File: config.mk
export PLATFORM = sky130hd
export DESIGN_NAME = temp_alarm_event_control
export DESIGN_NICKNAME = d
export VERILOG_FILES = /design/src/rtl/temp_alarm_pkg.sv /design/src/rtl/alarm_compare_if.sv /design/src/rtl/alarm_window_compare.sv /design/src/rtl/temp_alarm_event_control.sv
export SDC_FILE = /design/constraint.sdc
export NUM_CORES = 1
export LEC_CHECK = 0
export ABC_AREA = 1
export BUFFER_PORTS_ARGS = -buffer_cell sky130_fd_sc_hd__buf_4
export CELL_PAD_IN_SITES_DETAIL_PLACEMENT = 1
export CELL_PAD_IN_SITES_GLOBAL_PLACEMENT = 2
export CORE_ASPECT_RATIO = 0.6
export CORE_UTILIZATION = 30
export CTS_BUF_LIST = sky130_fd_sc_hd__clkbuf_8
export CTS_CLUSTER_SIZE = 8
export DETAILED_ROUTE_END_ITERATION = 6
export PLACE_DENSITY_LB_ADDON = 0.12
export SYNTH_ARGS = -nofsm -noshare
export SYNTH_HDL_FRONTEND = slang
export SYNTH_SLANG_ARGS = --single-unit
File: constraint.sdc
create_clock -name clock -period 3.6 [get_ports clock]
set_input_delay 0.18 -clock clock [delete_from_list [all_inputs] [get_ports clock]]
set_output_delay 0.18 -clock clock [all_outputs]
set_load 0.05 [all_outputs]
File: src/rtl/temp_alarm_pkg.sv
// constants, register layout and types for the temperature alarm and event block
// assumes a single clock domain and a register port driven by the serial bus engine
package temp_alarm_pkg;

    // register indexes on the register port
    localparam logic [3:0] ADDR_CONFIG = 4'h1;
    localparam logic [3:0] ADDR_UPPER = 4'h2;
    localparam logic [3:0] ADDR_LOWER = 4'h3;
    localparam logic [3:0] ADDR_CRIT = 4'h4;
    localparam logic [3:0] ADDR_TEMP = 4'h5;

    // configuration field positions
    localparam int CFG_HYST_HI = 10;
    localparam int CFG_HYST_LO = 9;
    localparam int CFG_POWER_DOWN = 8;
    localparam int CFG_CRIT_LOCK = 7;
    localparam int CFG_WIN_LOCK = 6;
    localparam int CFG_EVENT_CLEAR = 5;
    localparam int CFG_ALERT_FLAG = 4;
    localparam int CFG_EVENT_ENABLE = 3;
    localparam int CFG_CRIT_ONLY = 2;
    localparam int CFG_POLARITY = 1;
    localparam int CFG_EVENT_MODE = 0;

    // temperature data status bit positions
    localparam int TEMP_CRIT_BIT = 15;
    localparam int TEMP_UPPER_BIT = 14;
    localparam int TEMP_LOWER_BIT = 13;

    // values after reset
    localparam logic [1:0] HYST_RESET = 2'h0;
    localparam logic EVENT_MODE_RESET = 1'b1;
    localparam logic [10:0] LIMIT_RESET = 11'h000;
    localparam logic [12:0] TEMP_RESET = 13'h0000;
    localparam logic [15:0] READ_RESET = 16'h0000;

    // hysteresis in steps of 0.25 degC on the compared field
    localparam logic [11:0] HYST_OFF_STEPS = 12'h000;
    localparam logic [11:0] HYST_1P5_STEPS = 12'h006;
    localparam logic [11:0] HYST_3P0_STEPS = 12'h00C;
    localparam logic [11:0] HYST_6P0_STEPS = 12'h018;

    // hysteresis selection codes
    typedef enum logic [1:0] {
        HYST_NONE = 2'b00,
        HYST_1P5 = 2'b01,
        HYST_3P0 = 2'b10,
        HYST_6P0 = 2'b11
    } hyst_sel_t;

    // resolution codes of the converter
    typedef enum logic [1:0] {
        RES_9BIT = 2'b00,
        RES_10BIT = 2'b01,
        RES_11BIT = 2'b10,
        RES_12BIT = 2'b11
    } resolution_t;

endpackage

File: src/rtl/alarm_compare_if.sv
// bundle between the event control and its window comparator
// assumes both ends sit on the same clock; the comparator is pure logic
`timescale 1ns/1ns
`default_nettype none
interface alarm_compare_if;
    import temp_alarm_pkg::*;
    logic [10:0] sampleField; // new sample, bits 12..2
    logic [10:0] upperLimitValue; // upper window limit
    logic [10:0] lowerLimitValue; // lower window limit
    logic [10:0] criticalLimit; // critical limit
    hyst_sel_t hystSel; // hysteresis selection
    logic [2:0] flagsNow; // {crit, upper, lower} held state
    logic [2:0] flagsNext; // state after this sample

    modport control (
        output sampleField, upperLimitValue, lowerLimitValue, criticalLimit,
        output hystSel, flagsNow,
        input flagsNext
    );
    modport compare (
        input sampleField, upperLimitValue, lowerLimitValue, criticalLimit,
        input hystSel, flagsNow,
        output flagsNext
    );
endinterface
`default_nettype wire

File: src/rtl/alarm_window_compare.sv
// window comparator with hysteresis for the three alarm flags
// assumes two's complement fields of 0.25 degC steps; purely combinational
`timescale 1ns/1ns
`default_nettype none
module alarm_window_compare
    import temp_alarm_pkg::*;
(
    alarm_compare_if.compare cmp
);
    logic [11:0] hystSteps; // decoded hysteresis amount
    logic signed [11:0] sampleExt; // widened to keep limit minus hysteresis in range
    logic signed [11:0] upperExt;
    logic signed [11:0] lowerExt;
    logic signed [11:0] critExt;
    logic signed [11:0] upperLow; // upper limit minus hysteresis
    logic signed [11:0] lowerLow; // lower limit minus hysteresis
    logic signed [11:0] critLow; // critical limit minus hysteresis
    logic critNext;
    logic upperNext;
    logic lowerNext;

    // hysteresis decode, one setting shared by every limit
    always_comb begin
        case (cmp.hystSel)
            HYST_NONE: hystSteps = HYST_OFF_STEPS;
            HYST_1P5: hystSteps = HYST_1P5_STEPS;
            HYST_3P0: hystSteps = HYST_3P0_STEPS;
            HYST_6P0: hystSteps = HYST_6P0_STEPS;
            default: hystSteps = HYST_OFF_STEPS;
        endcase
    end

    // only bits 12..2 take part, whatever the resolution
    assign sampleExt = {cmp.sampleField[10], cmp.sampleField};
    assign upperExt = {cmp.upperLimitValue[10], cmp.upperLimitValue};
    assign lowerExt = {cmp.lowerLimitValue[10], cmp.lowerLimitValue};
    assign critExt = {cmp.criticalLimit[10], cmp.criticalLimit};
    assign upperLow = upperExt - $signed(hystSteps);
    assign lowerLow = lowerExt - $signed(hystSteps);
    assign critLow = critExt - $signed(hystSteps);

    // above: set over the limit, clear at or below limit minus hysteresis
    assign upperNext = (sampleExt > upperExt) ? 1'b1 :
        ((sampleExt <= upperLow) ? 1'b0 : cmp.flagsNow[1]);
    // below: set under limit minus hysteresis, clear back at the limit
    assign lowerNext = (sampleExt < lowerLow) ? 1'b1 :
        ((sampleExt >= lowerExt) ? 1'b0 : cmp.flagsNow[0]);
    // critical holds until at or below limit minus hysteresis
    assign critNext = (sampleExt > critExt) ? 1'b1 :
        ((sampleExt <= critLow) ? 1'b0 : cmp.flagsNow[2]);
    assign cmp.flagsNext = {critNext, upperNext, lowerNext};
endmodule
`default_nettype wire

File: src/rtl/temp_alarm_event_control.sv
// configuration, limit registers and event pin control of the temperature alarm
// assumes the register port and sample strobe come from logic on the same clock
`timescale 1ns/1ns
`default_nettype none
module temp_alarm_event_control
    import temp_alarm_pkg::*;
(
    input wire logic clock,
    input wire logic rstn,
    input wire logic clockEnable,
    input wire logic [3:0] regAddr,
    input wire logic regWrite,
    input wire logic regRead,
    input wire logic [15:0] regWriteData,
    output logic [15:0] regReadData,
    input wire logic sampleValid,
    input wire logic [12:0] sampleTemp,
    input wire logic [1:0] resolutionCode,
    output logic powerDownOut,
    output logic eventPinOut,
    output logic eventPinOen
);
    alarm_compare_if cmpBus ();

    // configuration state
    hyst_sel_t hyst_q, hyst_d;
    logic powerDownBit_q, powerDownBit_d;
    logic criticalLimitLock_q, criticalLimitLock_d;
    logic windowLock_q, windowLock_d;
    logic eventEnable_q, eventEnable_d;
    logic criticalAlarmOnly_q, criticalAlarmOnly_d;
    logic alertPolarity_q, alertPolarity_d;
    logic eventMode_q, eventMode_d; // 1 = interrupt mode
    // limits, bits 12..2 only
    logic [10:0] upperLimit_q, upperLimit_d;
    logic [10:0] lowerLimit_q, lowerLimit_d;
    logic [10:0] critLimit_q, critLimit_d;
    // measured data and alarm state
    logic [12:0] tempData_q, tempData_d;
    logic [2:0] flags_q, flags_d; // {crit, upper, lower}
    logic intLatch_q, intLatch_d; // interrupt-mode event memory
    logic eventAsserted_q, eventAsserted_d;
    logic [15:0] readData_q, readData_d;
    logic pinOen_q, pinOen_d;

    // decode
    logic cfgWrite;
    logic anyLock;
    logic evaluate;
    logic clearRequest;
    logic newAlarm;
    logic condNext;
    logic [12:0] resMask;
    logic [12:0] sampleMasked;
    logic [15:0] configView;
    logic [15:0] tempView;

    assign cfgWrite = regWrite && (regAddr == ADDR_CONFIG);
    assign anyLock = criticalLimitLock_q || windowLock_q;
    assign evaluate = sampleValid && !powerDownBit_q;
    assign clearRequest = cfgWrite && regWriteData[CFG_EVENT_CLEAR] && eventMode_q;

    // unused fine bits read as zero at lower resolutions
    assign resMask = (resolutionCode == RES_9BIT) ? 13'h1FF8 :
        (resolutionCode == RES_10BIT) ? 13'h1FFC :
        (resolutionCode == RES_11BIT) ? 13'h1FFE : 13'h1FFF;
    assign sampleMasked = sampleTemp & resMask;

    // sticky lock bits; only a power-on reset clears them
    assign criticalLimitLock_d = criticalLimitLock_q ||
        (cfgWrite && regWriteData[CFG_CRIT_LOCK]);
    assign windowLock_d = windowLock_q || (cfgWrite && regWriteData[CFG_WIN_LOCK]);
    // power down may always be cleared, set only while unlocked
    assign powerDownBit_d = !cfgWrite ? powerDownBit_q :
        (!regWriteData[CFG_POWER_DOWN] ? 1'b0 : (anyLock ? powerDownBit_q : 1'b1));
    assign hyst_d = (cfgWrite && !anyLock) ?
        hyst_sel_t'(regWriteData[CFG_HYST_HI:CFG_HYST_LO]) : hyst_q;
    assign eventEnable_d = (cfgWrite && !anyLock) ?
        regWriteData[CFG_EVENT_ENABLE] : eventEnable_q;
    assign criticalAlarmOnly_d = (cfgWrite && !windowLock_q) ?
        regWriteData[CFG_CRIT_ONLY] : criticalAlarmOnly_q;
    assign alertPolarity_d = cfgWrite ? regWriteData[CFG_POLARITY] : alertPolarity_q;
    assign eventMode_d = cfgWrite ? regWriteData[CFG_EVENT_MODE] : eventMode_q;

    // limit writes keep bits 12..2; locked registers ignore writes
    assign upperLimit_d = (regWrite && regAddr == ADDR_UPPER && !windowLock_q) ?
        regWriteData[12:2] : upperLimit_q;
    assign lowerLimit_d = (regWrite && regAddr == ADDR_LOWER && !windowLock_q) ?
        regWriteData[12:2] : lowerLimit_q;
    assign critLimit_d = (regWrite && regAddr == ADDR_CRIT && !criticalLimitLock_q) ?
        regWriteData[12:2] : critLimit_q;

    // comparator sees the fresh sample, not the stored one
    assign cmpBus.sampleField = sampleMasked[12:2];
    assign cmpBus.upperLimitValue = upperLimit_q;
    assign cmpBus.lowerLimitValue = lowerLimit_q;
    assign cmpBus.criticalLimit = critLimit_q;
    assign cmpBus.hystSel = hyst_q;
    assign cmpBus.flagsNow = flags_q;

    alarm_window_compare u_compare (
        .cmp(cmpBus)
    );

    assign tempData_d = evaluate ? sampleMasked : tempData_q;
    assign flags_d = evaluate ? cmpBus.flagsNext : flags_q;

    // a fresh transition into an alarm that the source selection allows
    // only interrupt mode latches, so comparator mode leaves no stale latch behind
    assign newAlarm = evaluate && eventMode_q && ((cmpBus.flagsNext[2] && !flags_q[2]) ||
        (!criticalAlarmOnly_q && ((cmpBus.flagsNext[1] && !flags_q[1]) ||
        (cmpBus.flagsNext[0] && !flags_q[0]))));
    assign condNext = flags_d[2] || (!criticalAlarmOnly_d && (flags_d[1] || flags_d[0]));

    // a new alarm in the same cycle as a clear wins over the clear
    assign intLatch_d = newAlarm ? 1'b1 : (clearRequest ? 1'b0 : intLatch_q);
    assign eventAsserted_d = eventEnable_d && (eventMode_d ? intLatch_d : condNext);

    // open drain: drive low only when the pin level must be 0
    assign pinOen_d = !(eventAsserted_d ^ alertPolarity_d);

    // read views; clear bit always reads 0, reserved bits read 0
    assign configView = {5'h00, hyst_q, powerDownBit_q, criticalLimitLock_q, windowLock_q,
        1'b0, eventAsserted_q, eventEnable_q, criticalAlarmOnly_q, alertPolarity_q,
        eventMode_q};
    assign tempView = {flags_q, tempData_q};
    assign readData_d = !regRead ? readData_q :
        (regAddr == ADDR_CONFIG) ? configView :
        (regAddr == ADDR_UPPER) ? {3'h0, upperLimit_q, 2'h0} :
        (regAddr == ADDR_LOWER) ? {3'h0, lowerLimit_q, 2'h0} :
        (regAddr == ADDR_CRIT) ? {3'h0, critLimit_q, 2'h0} :
        (regAddr == ADDR_TEMP) ? tempView : READ_RESET;

    // configuration flops
    always_ff @(posedge clock or negedge rstn) begin
        if (!rstn) begin
            hyst_q <= HYST_NONE;
            powerDownBit_q <= 1'b0;
            criticalLimitLock_q <= 1'b0;
            windowLock_q <= 1'b0;
            eventEnable_q <= 1'b0;
            criticalAlarmOnly_q <= 1'b0;
            alertPolarity_q <= 1'b0;
            eventMode_q <= EVENT_MODE_RESET;
        end else if (clockEnable) begin
            hyst_q <= hyst_d;
            powerDownBit_q <= powerDownBit_d;
            criticalLimitLock_q <= criticalLimitLock_d;
            windowLock_q <= windowLock_d;
            eventEnable_q <= eventEnable_d;
            criticalAlarmOnly_q <= criticalAlarmOnly_d;
            alertPolarity_q <= alertPolarity_d;
            eventMode_q <= eventMode_d;
        end
    end

    // limit and sample flops
    always_ff @(posedge clock or negedge rstn) begin
        if (!rstn) begin
            upperLimit_q <= LIMIT_RESET;
            lowerLimit_q <= LIMIT_RESET;
            critLimit_q <= LIMIT_RESET;
            tempData_q <= TEMP_RESET;
        end else if (clockEnable) begin
            upperLimit_q <= upperLimit_d;
            lowerLimit_q <= lowerLimit_d;
            critLimit_q <= critLimit_d;
            tempData_q <= tempData_d;
        end
    end

    // event state and output flops; pin released after reset
    always_ff @(posedge clock or negedge rstn) begin
        if (!rstn) begin
            flags_q <= 3'h0;
            intLatch_q <= 1'b0;
            eventAsserted_q <= 1'b0;
            pinOen_q <= 1'b1;
            readData_q <= READ_RESET;
        end else if (clockEnable) begin
            flags_q <= flags_d;
            intLatch_q <= intLatch_d;
            eventAsserted_q <= eventAsserted_d;
            pinOen_q <= pinOen_d;
            readData_q <= readData_d;
        end
    end

    assign regReadData = readData_q;
    assign powerDownOut = powerDownBit_q;
    assign eventPinOut = 1'b0; // open drain only ever pulls low
    assign eventPinOen = pinOen_q;
endmodule
`default_nettype wire

==> results.yml <==
outcome:
  status: "finished with violations"
  violations: "hold timing, setup timing"
route:
  wl_per_cell_um: 20.76
  drt-pass1-iter-count: 5
  vias: 5767
  detail_route.vias_per_cell: 5.032
  drt_iter0_drc: 243
  finalWirelength_um: 23790
  drc: 0
  antenna_left: 0
critical_path:
  reg2reg_depth: 28
  crit_top_cell: "nand2_1"
  crit_arrival_ps: 4050
  r2r-start: "cmpBus.hystSel[1]"
  endpoint_kind: "flop"
  critPathKind: "reg -> reg"
  worst_path_max_delay_cell: "dfrtp_1"
  worstPathRequired_ps: 3870
  timing.critical_path.fanout_max: 4
  start_kind: "flop"
  r2r_slack_ps: -180
  cp_slowest_stage_delay_ps: 450
  r2r-end: "eventAsserted_q"
timing:
  finalClockSkew_ps: 8.709
  whs_ps: -38.36
  slew_headroom_pct: 27.45
  finalWorstSetupSlack_ps: -185.0
  rsz0062_at_grt: "true"
  setup_viol: 2
  worstMarginPinSlew_ps: 1088
  hold_viol: 21
  finalMaxSlewViolations: 0
  fin_setup_tns_ps: -352.8
  fmax_mhz: 264.2
  fin_crit_ps: 3785
  finalCritPeriodShare_pct: 105.1
synthesis:
  ys_types: 42
  synth-edff-count: 0
  yosysSeqAreaShare_pct: 32.55
  syn_nets: 906
  synth_area_um2: 5927
  ys_ff_latch: 77
  synth_top_flop_cell: "dfrtp_1"
  yosysWarnings: 0
  async_flop_share_pct: 100.0
  syn_area_per_cell_um2: 7.599
  synthCells: 780
  synthTopCellsByArea: "dfrtp_1, ha_1, nand2_1"
  synth.largest_area_cell: "dfrtp_1"
  synth.top_cell.area_share_pct: 31.67
floorplanning:
  die_area_um2: 20340
  initial_core_util_pct: 30.91
  io_pins: 60
  rows: 39
  die_h_um: 110.9
  core-area_um2: 19180
  die_x_um: 183.5
power:
  leakage_nw: 3.513
  swShare_pct: 36.11
  ir_drop_uv: 161.9
  p_per_area_nw_per_um2: 323.1
  seq_power_share_pct: 43.3
  intPower_mw: 1.511
  total_power_mw: 2.365
  power.share.clock_pct: 29.4
  power.switching_mw: 0.8538
  power_frac_comb_pct: 27.2
clock_tree:
  htree_levels: 3
  cts.sinks: 77
  clk_latency_ps: 390
  hold_buffers: 0
  clk_pin_slew_ps: 90
  max-clock-path-buffers: 2
  root_buffer: "clkbuf_8"
  cts_tree: "yes"
  cts_buffers: 9
place:
  io_buffers: 55
  gp_congestion: 0.8400
  dp_hpwl_um: 19070
  dp_slack_ps: -325.6
job:
  max_cap_viol_count: 0
grt:
  grt_pass1_vias: 5997
  grt_max_degree: 78
  grt_first_pass_wirelength_um: 35880
  grt_usage_pct: 24.26
  antenna_found_initial: 1
  grt-ovfl-total: 0
layout:
  drive_gt1_share_pct: 20.00
  area_growth_pct: 23.47
  fillCellCount: 2355
  final_cell_mix: "nand2_1, inv_1, buf_4"
  diodes: 0
  nets: 1001
  layout_commonest_cell: "nand2_1"
  final_core_util_pct: 38.16
min_path:
  hp-class: "in -> async"
## metal layers
layer	track usage (%)	up-vias	share of wire (%)
met5	0	-	0
met2	35.53	107	43
li1	-	2764	-
met4	5.556	0	1.2
met3	3.909	18	3.6
met1	36.75	2878	52
## critical path: cells and delay by family, from the launching register on
family | cells | cell delay, ps
and+or+nand+nor | 15 | 1240
AOI/OAI and AO/OA | 5 | 710
adders and majority gates | 3 | 660
buffers and inverters | 5 | 610
DFF | 1 | 450
## state kept, by name (all words and copies together), names as in the netlist
name                    flops
eventAsserted_q             1
eventEnable_q               1
cmpBus.flagsNow             3
cmpBus.upperLimitValue     11
intLatch_q                  1
eventPinOen                 1
criticalLimitLock_q         1
cmpBus.hystSel              2
tempData_q                 13
alertPolarity_q             1
powerDownOut                1
cmpBus.criticalLimit       11
cmpBus.lowerLimitValue     11
windowLock_q                1
regReadData                16
eventMode_q                 1
criticalAlarmOnly_q         1
## worst max path at each step
stage	from	end	slack (ps)	depth (start not counted)
5_1_grt	cmpBus.hystSel[1]	eventAsserted_q	-380	29
3_5_place_dp	cmpBus.hystSel[1]	eventAsserted_q	-330	27
3_3_place_gp	cmpBus.hystSel[0]	eventAsserted_q	-170	22
4_1_cts	cmpBus.hystSel[1]	eventAsserted_q	-210	29
2_1_floorplan	cmpBus.hystSel[0]	eventPinOen	100	29
6_report	cmpBus.hystSel[1]	eventAsserted_q	-180	28
## final cells by class
cell class	instances	area (um^2)	area share, %
timing repair buffer	101	762.0	10.41
inverter	111	416.7	5.693
clock buffer	10	137.6	1.881
multi-input combinational	575	3686	50.37
clock inverter	6	52.55	0.7181
tap	266	332.8	4.548
sequential	77	1931	26.38
## metrics by stage
stage	std cells	hold slack, ps	cell area, um^2
3_3_place_gp	1123	424.5	6894
5_1_grt	1146	40.26	7318
3_5_place_dp	1123	432.2	6894
6_report	1146	-38.36	7318
2_1_floorplan	780	-115.6	5927
4_1_cts	1144	17.28	7228
## power groups by stage
stage	Clock, mW	Combinational, mW	Sequential [mW]
floorplan	0	0.305	1.09
global placement	0	0.602	1.03
detailed placement	0	0.624	1.04
CTS	0.714	0.635	1.02
global route	0.741	0.712	1.04
finish	0.696	0.644	1.02
## what timing repair did
action / 4_1_cts / 5_1_grt
pin swaps: 19 / 17
endpoints found under the setup margin: 6 / 6
endpoints found under the hold margin: 0 / 0
setup buffers: 5 / 2
resized for setup: 28 / 18
## cells by family after synthesis
| group | count (synthesis) | share of synthesized area, % |
|---|---|---|
| AND/OR/NAND/NOR | 319 | 23.20 |
| AO/OA/AOI/OAI | 148 | 14.38 |
| buffers and inverters | 128 | 8.233 |
| adder cells (fa/ha/maj) | 85 | 18.32 |
| flip-flops | 77 | 32.55 |
| XOR/XNOR | 22 | 3.251 |
| other | 1 | 0.06327 |
## synthesized netlist by cell type (all sizes together), types with 3 or more instances
| cell type | count |
|---|---|
| nand2 | 210 |
| inv | 111 |
| ha | 82 |
| o21ai | 80 |
| dfrtp | 75 |
| nor2 | 54 |
| a21oi | 35 |
| nand3 | 25 |
| nand4 | 21 |
| xor2 | 20 |
| clkbuf | 13 |
| a221oi | 8 |
| a31oi | 6 |
| nor3 | 5 |
| buf | 4 |
| o221ai | 4 |
| fa | 3 |
| o211ai | 3 |
| o21bai | 3 |
Power figures use the tool's default switching activity.
